==> src/pkg/pcacap_pkg.sv <==
// Package with register map, field positions and reset values of the counter array
// Operation
// - Overflow flag sets when the shared counter rolls over from maximum to zero.
// - Interrupt requested while overflow flag and overflow interrupt enable are both set.
// - Overflow flag set by hardware or software write; only software clears it.
// - Counter runs only while run bit 6 of control register is one.
// - Module event flag set by match or capture, cleared only by software; bit n. This design has no match logic; only capture sets it.
// - Module captures when its falling, rising or both capture enables are set.
// - Capture input pin sampled for a transition matching the enabled edges.
// - Valid transition copies counter bytes to capture registers and sets event flag.
// - Module interrupt only when its event flag and interrupt enable are set.
// - Watchdog function belongs to module 4 only, enabled by mode bit.
// - Unimplemented control bit 5 reads as zero.
package pcacap_pkg;
  localparam int unsigned PCACAP_NMOD = 5;
  localparam int unsigned PCACAP_WDT_MOD = 4;
  // Byte addresses on the register bus
  localparam logic [7:0] PCACAP_A_CTRL   = 8'hD8;
  localparam logic [7:0] PCACAP_A_MODE   = 8'hDC;
  localparam logic [7:0] PCACAP_A_CNTL   = 8'hE8;
  localparam logic [7:0] PCACAP_A_CNTH   = 8'hF8;
  // Five-word banks, spaced apart so no bank reaches into a neighbour
  localparam logic [7:0] PCACAP_A_MMODE0 = 8'h60;
  localparam logic [7:0] PCACAP_A_CAPL0  = 8'h80;
  localparam logic [7:0] PCACAP_A_CAPH0  = 8'hA0;
  localparam logic [7:0] PCACAP_A_ISTAT  = 8'hC8;
  localparam logic [7:0] PCACAP_A_IMASK  = 8'hCC;
  // Control register fields
  localparam int unsigned PCACAP_B_OVF = 7;
  localparam int unsigned PCACAP_B_RUN = 6;
  localparam int unsigned PCACAP_B_RSV = 5;
  // Counter mode register fields
  localparam int unsigned PCACAP_B_WDTE   = 6;
  localparam int unsigned PCACAP_B_OVF_IE = 0;
  // Module mode register fields
  localparam int unsigned PCACAP_B_RISE = 5;
  localparam int unsigned PCACAP_B_FALL = 4;
  localparam int unsigned PCACAP_B_MIE  = 0;
  localparam logic [7:0] PCACAP_MODE_MASK  = 8'hC7;
  localparam logic [7:0] PCACAP_MMODE_MASK = 8'h7F;
  localparam logic [7:0] PCACAP_RST8 = 8'h00;
  localparam logic [15:0] PCACAP_CNT_MAX = 16'hFFFF;
  localparam logic [1:0] PCACAP_RESP_OK  = 2'h0;
  localparam logic [1:0] PCACAP_RESP_ERR = 2'h2;
endpackage

==> src/logic/pcacap_edge.sv <==
// Per-module capture edge detector on the capture input pin
module pcacap_edge
  import pcacap_pkg::*;
(
  input  wire logic aclk,
  input  wire logic aresetn,
  input  wire logic ce,
  input  wire logic pin,
  input  wire logic rise_en,
  input  wire logic fall_en,
  output logic      hit
);
  logic pin_q;

  // Previous pin level, inputs are synchronous
  always_ff @(posedge aclk) begin
    if (!aresetn) begin
      pin_q <= 1'b0;
    end else if (ce) begin
      pin_q <= pin;
    end
  end

  // Edge match against the enabled selection
  assign hit = ce & ((rise_en & pin & ~pin_q) | (fall_en & ~pin & pin_q));

  property p_edge;
    @(posedge aclk) disable iff (!aresetn)
      hit |-> (rise_en && pin && !$past(pin)) || (fall_en && !pin && $past(pin));
  endproperty
  a_edge: assert property (p_edge) else $error("edge hit without enabled transition");
endmodule

==> src/logic/pcacap_top.sv <==
// Counter array control, flags and capture modules behind an AXI4-Lite slave
module pcacap_top
  import pcacap_pkg::*;
#(
  parameter int unsigned NMOD = PCACAP_NMOD
) (
  input  wire logic                  aclk,
  input  wire logic                  aresetn,
  input  wire logic                  ce,
  input  wire logic [NMOD-1:0]       capture_input_pin,
  output logic                       counter_array_irq,
  output logic                       watchdog_enable,
  input  wire logic [7:0]            s_axi_awaddr,
  input  wire logic                  s_axi_awvalid,
  output logic                       s_axi_awready,
  input  wire logic [31:0]           s_axi_wdata,
  input  wire logic [3:0]            s_axi_wstrb,
  input  wire logic                  s_axi_wvalid,
  output logic                       s_axi_wready,
  output logic [1:0]                 s_axi_bresp,
  output logic                       s_axi_bvalid,
  input  wire logic                  s_axi_bready,
  input  wire logic [7:0]            s_axi_araddr,
  input  wire logic                  s_axi_arvalid,
  output logic                       s_axi_arready,
  output logic [31:0]                s_axi_rdata,
  output logic [1:0]                 s_axi_rresp,
  output logic                       s_axi_rvalid,
  input  wire logic                  s_axi_rready
);
  initial begin
    if (NMOD != PCACAP_NMOD) begin
      $error("module count must equal five, watchdog sits on module 4");
    end
  end

  logic [7:0]       ctrl_q;
  logic [7:0]       mode_q;
  logic [7:0]       mmode_q [NMOD];
  logic [7:0]       capl_q  [NMOD];
  logic [7:0]       caph_q  [NMOD];
  logic [15:0]      cnt_q;
  logic [NMOD+1:0]  ist_q;
  logic [NMOD+1:0]  imask_q;
  logic [NMOD-1:0]  hit;
  logic             ovf_ev;
  logic [7:0]       aw_q;
  logic [31:0]      wd_q;
  logic [3:0]       ws_q;
  logic             awh_q;
  logic             wh_q;
  logic             wr_go;
  logic             rd_go;
  logic [31:0]      rd_d;
  logic             rd_ok;
  logic             wr_ok;
  logic [7:0]       wb;

  // Address decode helpers for per-module register banks
  function automatic logic is_bank(input logic [7:0] a, input logic [7:0] base);
    return (a >= base) && (a < base + 8'(4 * NMOD)) && (a[1:0] == 2'h0);
  endfunction
  function automatic int unsigned bank_idx(input logic [7:0] a, input logic [7:0] base);
    return int'((a - base) >> 2);
  endfunction

  // Write channels may arrive in either order; hold each until both present
  // Readies drop while frozen so no handshake is lost during a stall
  assign s_axi_awready = ~awh_q & ~s_axi_bvalid & ce;
  assign s_axi_wready  = ~wh_q & ~s_axi_bvalid & ce;
  assign wr_go = (awh_q | s_axi_awvalid) & (wh_q | s_axi_wvalid) & ~s_axi_bvalid & ce;
  wire [7:0]  wa = awh_q ? aw_q : s_axi_awaddr;
  wire [31:0] wdv = wh_q ? wd_q : s_axi_wdata;
  wire [3:0]  wsv = wh_q ? ws_q : s_axi_wstrb;
  assign wb = wdv[7:0];
  wire wlane = wsv[0];

  // Latch write address and data halves
  always_ff @(posedge aclk) begin
    if (!aresetn) begin
      awh_q <= 1'b0;
      wh_q  <= 1'b0;
      aw_q  <= PCACAP_RST8;
      wd_q  <= 32'h0000_0000;
      ws_q  <= 4'h0;
    end else if (ce) begin
      if (wr_go) begin
        awh_q <= 1'b0;
        wh_q  <= 1'b0;
      end else begin
        if (s_axi_awvalid && s_axi_awready) begin
          awh_q <= 1'b1;
          aw_q  <= s_axi_awaddr;
        end
        if (s_axi_wvalid && s_axi_wready) begin
          wh_q <= 1'b1;
          wd_q <= s_axi_wdata;
          ws_q <= s_axi_wstrb;
        end
      end
    end
  end

  // Write decode; unmapped addresses answer SLVERR
  always_comb begin
    wr_ok = (wa == PCACAP_A_CTRL) || (wa == PCACAP_A_MODE) || (wa == PCACAP_A_CNTL) ||
            (wa == PCACAP_A_CNTH) || (wa == PCACAP_A_IMASK) || (wa == PCACAP_A_ISTAT) ||
            is_bank(wa, PCACAP_A_MMODE0) || is_bank(wa, PCACAP_A_CAPL0) ||
            is_bank(wa, PCACAP_A_CAPH0);
  end

  // Write response
  always_ff @(posedge aclk) begin
    if (!aresetn) begin
      s_axi_bvalid <= 1'b0;
      s_axi_bresp  <= PCACAP_RESP_OK;
    end else if (ce) begin
      if (wr_go) begin
        s_axi_bvalid <= 1'b1;
        s_axi_bresp  <= wr_ok ? PCACAP_RESP_OK : PCACAP_RESP_ERR;
      end else if (s_axi_bready) begin
        s_axi_bvalid <= 1'b0;
      end
    end
  end

  wire wr_ctrl = wr_go & wlane & (wa == PCACAP_A_CTRL);
  wire wr_cntl = wr_go & wlane & (wa == PCACAP_A_CNTL);
  wire wr_cnth = wr_go & wlane & (wa == PCACAP_A_CNTH);
  wire run = ctrl_q[PCACAP_B_RUN];
  assign ovf_ev = ce & run & (cnt_q == PCACAP_CNT_MAX);

  // Shared 16-bit counter, software may preload either byte
  always_ff @(posedge aclk) begin
    if (!aresetn) begin
      cnt_q <= 16'h0000;
    end else if (ce) begin
      if (wr_cntl) begin
        cnt_q[7:0] <= wb;
      end else if (wr_cnth) begin
        cnt_q[15:8] <= wb;
      end else if (run) begin
        cnt_q <= cnt_q + 16'h0001;
      end
    end
  end

  // Control register: hardware set wins over a software clear
  always_ff @(posedge aclk) begin
    if (!aresetn) begin
      ctrl_q <= PCACAP_RST8;
    end else if (ce) begin
      if (wr_ctrl) begin
        ctrl_q[PCACAP_B_RUN] <= wb[PCACAP_B_RUN];
        ctrl_q[PCACAP_B_OVF] <= wb[PCACAP_B_OVF] | ovf_ev;
        ctrl_q[NMOD-1:0] <= (ctrl_q[NMOD-1:0] & wb[NMOD-1:0]) | hit;
      end else begin
        ctrl_q[PCACAP_B_OVF] <= ctrl_q[PCACAP_B_OVF] | ovf_ev;
        ctrl_q[NMOD-1:0] <= ctrl_q[NMOD-1:0] | hit;
      end
    end
  end

  // Counter mode register; reserved bits held at zero
  always_ff @(posedge aclk) begin
    if (!aresetn) begin
      mode_q <= PCACAP_RST8;
    end else if (ce && wr_go && wlane && wa == PCACAP_A_MODE) begin
      mode_q <= wb & PCACAP_MODE_MASK;
    end
  end
  // Watchdog function only on module 4
  assign watchdog_enable = mode_q[PCACAP_B_WDTE] &
                           (mmode_q[PCACAP_WDT_MOD] != PCACAP_RST8);

  // Per-module mode, capture registers and edge detection
  for (genvar m = 0; m < NMOD; m++) begin : g_mod
    wire wr_mm = wr_go & wlane & is_bank(wa, PCACAP_A_MMODE0) &&
                 bank_idx(wa, PCACAP_A_MMODE0) == m;
    wire wr_cl = wr_go & wlane & is_bank(wa, PCACAP_A_CAPL0) &&
                 bank_idx(wa, PCACAP_A_CAPL0) == m;
    wire wr_ch = wr_go & wlane & is_bank(wa, PCACAP_A_CAPH0) &&
                 bank_idx(wa, PCACAP_A_CAPH0) == m;
    always_ff @(posedge aclk) begin
      if (!aresetn) begin
        mmode_q[m] <= PCACAP_RST8;
      end else if (ce && wr_mm) begin
        mmode_q[m] <= wb & PCACAP_MMODE_MASK;
      end
    end
    pcacap_edge u_edge (
      .aclk    (aclk),
      .aresetn (aresetn),
      .ce      (ce),
      .pin     (capture_input_pin[m]),
      .rise_en (mmode_q[m][PCACAP_B_RISE]),
      .fall_en (mmode_q[m][PCACAP_B_FALL]),
      .hit     (hit[m])
    );
    // Capture beats a same-cycle software write
    always_ff @(posedge aclk) begin
      if (!aresetn) begin
        capl_q[m] <= PCACAP_RST8;
        caph_q[m] <= PCACAP_RST8;
      end else if (ce) begin
        if (hit[m]) begin
          capl_q[m] <= cnt_q[7:0];
          caph_q[m] <= cnt_q[15:8];
        end else begin
          if (wr_cl) capl_q[m] <= wb;
          if (wr_ch) caph_q[m] <= wb;
        end
      end
    end
  end

  // Interrupt sources: overflow, module flags gated by enables
  logic [NMOD:0] src;
  always_comb begin
    src[NMOD] = ctrl_q[PCACAP_B_OVF] & mode_q[PCACAP_B_OVF_IE];
    for (int i = 0; i < NMOD; i++) begin
      src[i] = ctrl_q[i] & mmode_q[i][PCACAP_B_MIE];
    end
  end
  assign counter_array_irq = |src;

  // Sticky event status, cleared by a read, events win over the clear
  wire rd_ist = rd_go & (s_axi_araddr == PCACAP_A_ISTAT);
  wire [NMOD+1:0] ev = {ovf_ev, 1'b0, hit};
  always_ff @(posedge aclk) begin
    if (!aresetn) begin
      ist_q   <= '0;
      imask_q <= '0;
    end else if (ce) begin
      ist_q <= (rd_ist ? '0 : ist_q) | ev;
      if (wr_go && wlane && wa == PCACAP_A_IMASK) imask_q <= wb[NMOD+1:0];
    end
  end
  wire status_irq = |(ist_q & imask_q);

  // Read path with registered data
  assign s_axi_arready = ~s_axi_rvalid & ce;
  assign rd_go = s_axi_arvalid & s_axi_arready & ce;
  always_comb begin
    rd_d  = 32'h0000_0000;
    rd_ok = 1'b1;
    if (s_axi_araddr == PCACAP_A_CTRL) rd_d[7:0] = ctrl_q;
    else if (s_axi_araddr == PCACAP_A_MODE) rd_d[7:0] = mode_q;
    else if (s_axi_araddr == PCACAP_A_CNTL) rd_d[7:0] = cnt_q[7:0];
    else if (s_axi_araddr == PCACAP_A_CNTH) rd_d[7:0] = cnt_q[15:8];
    else if (s_axi_araddr == PCACAP_A_ISTAT) rd_d[NMOD+1:0] = ist_q;
    else if (s_axi_araddr == PCACAP_A_IMASK) rd_d[NMOD+1:0] = imask_q;
    else if (is_bank(s_axi_araddr, PCACAP_A_MMODE0))
      rd_d[7:0] = mmode_q[bank_idx(s_axi_araddr, PCACAP_A_MMODE0)];
    else if (is_bank(s_axi_araddr, PCACAP_A_CAPL0))
      rd_d[7:0] = capl_q[bank_idx(s_axi_araddr, PCACAP_A_CAPL0)];
    else if (is_bank(s_axi_araddr, PCACAP_A_CAPH0))
      rd_d[7:0] = caph_q[bank_idx(s_axi_araddr, PCACAP_A_CAPH0)];
    else rd_ok = 1'b0;
  end
  always_ff @(posedge aclk) begin
    if (!aresetn) begin
      s_axi_rvalid <= 1'b0;
      s_axi_rdata  <= 32'h0000_0000;
      s_axi_rresp  <= PCACAP_RESP_OK;
    end else if (ce) begin
      if (rd_go) begin
        s_axi_rvalid <= 1'b1;
        s_axi_rdata  <= rd_d;
        s_axi_rresp  <= rd_ok ? PCACAP_RESP_OK : PCACAP_RESP_ERR;
      end else if (s_axi_rready) begin
        s_axi_rvalid <= 1'b0;
      end
    end
  end

  // Checks; flag and capture properties watch modules 0 and 1 as representatives
  property p_ovf_set;
    @(posedge aclk) disable iff (!aresetn) ovf_ev |=> ctrl_q[PCACAP_B_OVF];
  endproperty
  a_ovf_set: assert property (p_ovf_set) else $error("overflow flag not set");

  property p_ovf_irq;
    @(posedge aclk) disable iff (!aresetn)
      (ctrl_q[PCACAP_B_OVF] && mode_q[PCACAP_B_OVF_IE]) |-> counter_array_irq;
  endproperty
  a_ovf_irq: assert property (p_ovf_irq) else $error("overflow irq missing");

  property p_ovf_hold;
    @(posedge aclk) disable iff (!aresetn)
      ($past(ctrl_q[PCACAP_B_OVF]) && !$past(wr_ctrl)) |-> ctrl_q[PCACAP_B_OVF];
  endproperty
  a_ovf_hold: assert property (p_ovf_hold) else $error("overflow flag lost");

  property p_stop;
    @(posedge aclk) disable iff (!aresetn)
      (!run && !wr_cntl && !wr_cnth) |=> $stable(cnt_q);
  endproperty
  a_stop: assert property (p_stop) else $error("counter ran while stopped");

  property p_run;
    @(posedge aclk) disable iff (!aresetn)
      (run && ce && !wr_cntl && !wr_cnth) |=> cnt_q == $past(cnt_q) + 16'h0001;
  endproperty
  a_run: assert property (p_run) else $error("counter did not count");

  property p_flag;
    @(posedge aclk) disable iff (!aresetn) hit[0] |=> ctrl_q[0];
  endproperty
  a_flag: assert property (p_flag) else $error("module flag not set");

  property p_cap;
    @(posedge aclk) disable iff (!aresetn)
      hit[1] |=> {caph_q[1], capl_q[1]} == $past(cnt_q);
  endproperty
  a_cap: assert property (p_cap) else $error("capture value wrong");

  property p_mirq;
    @(posedge aclk) disable iff (!aresetn)
      counter_array_irq |-> (ctrl_q[PCACAP_B_OVF] && mode_q[PCACAP_B_OVF_IE]) ||
        (|(ctrl_q[NMOD-1:0] & {mmode_q[4][PCACAP_B_MIE], mmode_q[3][PCACAP_B_MIE],
        mmode_q[2][PCACAP_B_MIE], mmode_q[1][PCACAP_B_MIE], mmode_q[0][PCACAP_B_MIE]}));
  endproperty
  a_mirq: assert property (p_mirq) else $error("irq without enabled flag");

  property p_bit5;
    @(posedge aclk) disable iff (!aresetn)
      (rd_go && s_axi_araddr == PCACAP_A_CTRL) |=> !s_axi_rdata[PCACAP_B_RSV];
  endproperty
  a_bit5: assert property (p_bit5) else $error("reserved control bit read as one");

  property p_wdt;
    @(posedge aclk) disable iff (!aresetn) watchdog_enable |-> mode_q[PCACAP_B_WDTE];
  endproperty
  a_wdt: assert property (p_wdt) else $error("watchdog without enable");

  property p_freeze;
    @(posedge aclk) disable iff (!aresetn)
      !ce |=> $stable(cnt_q) && $stable(ctrl_q);
  endproperty
  a_freeze: assert property (p_freeze) else $error("state moved while clock enable low");
  c_cap: cover property (@(posedge aclk) disable iff (!aresetn) hit[0] ##1 ctrl_q[0]);
  c_ovf: cover property (@(posedge aclk) disable iff (!aresetn) ovf_ev);
  c_irq: cover property (@(posedge aclk) disable iff (!aresetn) status_irq && counter_array_irq);
endmodule

==> config.mk <==
export PLATFORM = sky130hd
export DESIGN_NAME = pcacap_top
export DESIGN_NICKNAME = d
export VERILOG_FILES = /design/src/pkg/pcacap_pkg.sv /design/src/logic/pcacap_edge.sv /design/src/logic/pcacap_top.sv
export SDC_FILE = /design/constraint.sdc
export NUM_CORES = 1
export LEC_CHECK = 0
export BUFFER_PORTS_ARGS = -buffer_cell sky130_fd_sc_hd__buf_2
export CAP_MARGIN = 10
export CELL_PAD_IN_SITES_DETAIL_PLACEMENT = 0
export CELL_PAD_IN_SITES_GLOBAL_PLACEMENT = 1
export CORE_MARGIN = 5
export CORE_UTILIZATION = 33
export CTS_CLUSTER_DIAMETER = 50
export DETAILED_ROUTE_END_ITERATION = 10
export PLACE_DENSITY_LB_ADDON = 0.1
export SYNTH_ARGS = -nofsm -noshare
export SYNTH_HDL_FRONTEND = slang
export SYNTH_HIERARCHICAL = 1
export SYNTH_SLANG_ARGS = --single-unit
==> constraint.sdc <==
create_clock -name aclk -period 3.8 [get_ports aclk]
set_input_delay 0 -clock aclk [delete_from_list [all_inputs] [get_ports aclk]]
set_output_delay 0 -clock aclk [all_outputs]
set_load 0.02 [all_outputs]
==> results.txt <==
status = completed
Crit path max-delay family = simple AND/OR/NAND/NOR gates
power density cells = 385 nW/um2
warning count from the yosys run = 6
clk_lat worst skew = 0.45 ns
DR iter-0 viols = 630
Static Leak = 0.00457 uW
CTS Sinks = 192
Buf/Inv on CP = 0
fmax = 0.301 GHz
Hold Crit Class = in -> reg
die span in y = 189 um
Routed Antenna Nets = 0
antenna diode count = 0
Longest Clk Path Bufs = 2
Remaining DRCs = 0
most area-hungry cell type in the Yosys netlist = edfxtp_1
CP Data Required Time = 3.89 ns
CP max stage cell = dfxtp_1
EDFF count, synth = 115
# IOs = 108
synthesized instance count = 1,077
pin count of the biggest net entering global routing = 35
count of different cell masters after synthesis = 80
CTS tree = yes
total gr overflow = 0
Area contributors post-synth = edfxtp_1 32%, dfxtp_1 15%, mux2i_1 6.3%
Max stage delay on crit path = 0.68 ns
Final Max Tran Viols = 0
crit path DAT = 3.41 ns
initial antenna violation count = 1
die area = 35,900 um2
Clock power frac = 0.389
Worst Setup Start Kind = flip-flop
GPL Wtd Cong = 0.838
DRT Pass-1 Iters = 6
Clock transition at path regs = 0.07 ns
Net Switching = 1300 uW
Setup-failing EPs final = 0
Std-Cell Rows = 65
WL/cell = 24.3 um
most common cell in the netlist = nand2_1
Final HPWL DP = 26.8 mm
vias in the first global route = 8,606
crit-path max FO = 17
post-synthesis register bit count = 192
core area = 31,700 um2
Final Critical Period = 3.32 ns
final worst-path cycle share = 0.875
final hold vios = 0
global-route wire length before repair = 56.9 mm
Num CTS Buffers = 17
Final nets = 1,207
ratio of cells with drive above 1 in the final layout = 0.158
sequential-to-total area share from yosys stat = 0.470
CTS root buffer = clkbuf_16
vias per cell = 5.63
P&R area growth vs syn = 13.9%
htree depth = 4
Port Buf Inserts = 54
Comb pwr share = 0.118
async set-reset flop share out of synthesis = 0
CP Capture Type = flip-flop
Seq pwr share = 0.493
Internal = 3370 uW
final instance area = 12,100 um2
most common library cells after synthesis = 138 x nand2_1, 115 x edfxtp_1, 106 x o21ai_0, 97 x nor2_1, 77 x dfxtp_1
Worst-Margin Slew = 1.12 ns
Max Clock Skew = 0.0125 ns
Post-Syn Area = 10,600 um2
switching part of the total = 0.278
Initial Util = 0.335
critical-path cell list = mux2i_1 > ha_1 > nand3_1 > a2111o_1 > nor4b_1 > nand3_1 > nand2_1
Pwr Total = 4670 uW
Top FF cell, synth = edfxtp_1
Die X = 189 um
via count = 8,730
Syn Area/Cell = 9.87 um2
overall routing resource usage = 0.211
setup TNS = 0 ns
RSZ-0062 raised after global routing = no
WS Path Type = reg -> reg
Post-Route WL = 37.7 mm
maximum VDD drop = 324 uV
CP most frequent cell = nand3_1
top cell type's share of synthesized area = 0.325
Max Cap Violations = 0
Relative slew margins = 0.252
placed cell areas = 11,300 um2
-- power by group through the flow --
stage          combinational, uW  sequential [uW]  clock [uW]
2_1_floorplan                351             2340           0
5_1_grt                      593             2310        1940
6_report                     551             2300        1820
3_5_place_dp                 531             2350           0
4_1_cts                      552             2300        1860
3_3_place_gp                 533             2340           0
-- area by class of cell --
cell class,instances,area [um2]
fill,3177,19600
multi-input combinational,792,5150
sequential,192,4990
timing repair buffer,120,831
tap,402,503
clock buffer,17,425
clock inverter,15,148
inverter,14,52.6
-- placed cells by master (no fill, tap or decap), types with 10 or more instances in the layout --
cell,instances
a21oi_1,54
o22ai_1,14
nor2b_1,10
mux2_2,10
o21ai_0,106
nand4_1,11
edfxtp_1,115
clkbuf_16,17
nand3b_1,10
nor3_1,17
mux4_2,24
inv_1,13
buf_4,40
nand2_1,138
buf_2,54
dlygate4sd3_1,26
nand3_1,33
nand4b_1,15
dfxtp_1,77
conb_1,26
mux2i_1,66
nor2_1,97
-- through the flow --
step | hold slack [ns] | setup WS, ns | std cells | utilization
finish | 0.0592 | 0.475 | 1552 | 0.382
global route | 0.0647 | 0.239 | 1552 | 0.382
CTS | 0.0227 | 0.467 | 1552 | 0.382
detailed placement | 0.261 | 0.488 | 1494 | 0.355
global placement | 0.249 | 0.573 | 1494 | 0.355
floorplan | 0.128 | 0.640 | 1102 | -
-- kinds of logic after synthesis --
family / Yosys count / synth area share
simple gates: 392 / 0.184
compound gates: 264 / 0.157
flops: 192 / 0.470
buf+inv: 118 / 0.0546
mux: 102 / 0.126
fa+ha+maj: 5 / 0.00589
xor+xnor: 3 / 0.00247
other cells: 1 / 0.000353
-- sequential cells by signal, indices dropped and copies added (netlist names), 5 cells and up --
register,cells
aw_q,8
capl_q,40
mode_q,5
wd_q,8
g_mod.u_edge/pin_q,5
ist_q,6
caph_q,40
cnt_q,16
ctrl_q,7
mmode_q,35
s_axi_rdata,8
imask_q,7
-- per-layer routing --
layer	global-route usage	vias to the layer above	part of all wire
met5	0	-	0.00053
met4	0.0512	2	0.016
met3	0.0343	41	0.055
met2	0.346	299	0.47
met1	0.292	4304	0.45
li1	-	4084	-
-- worst reg2reg max path: cells and delay by family (launching register included) --
family	cells	cell delay, ns
multiplexers	1	0.48
flip-flops	1	0.68
AND/OR/NAND/NOR	4	1.10
adder cells (fa/ha/maj)	1	0.21
AO/OA/AOI/OAI	1	0.48
-- repair_timing --
action                    CTS  global route
gates resized for setup     0             0
hold buffers               26             0
hold endpoints to repair   27             0
buffers inserted            0             0
-- final timing paths --
path | start | endpoint | slack, ns | cells after the start
setup / recovery | awh_q | caph_q[1][6] | 0.48 | 7
setup reg to reg | awh_q | caph_q[1][6] | 0.48 | 7
hold / removal | aresetn | cnt_q[5] | 0.06 | 3
hold reg to reg | ist_q[2] | ist_q[2] | 0.46 | 1
Power figures use the tool's default switching activity.
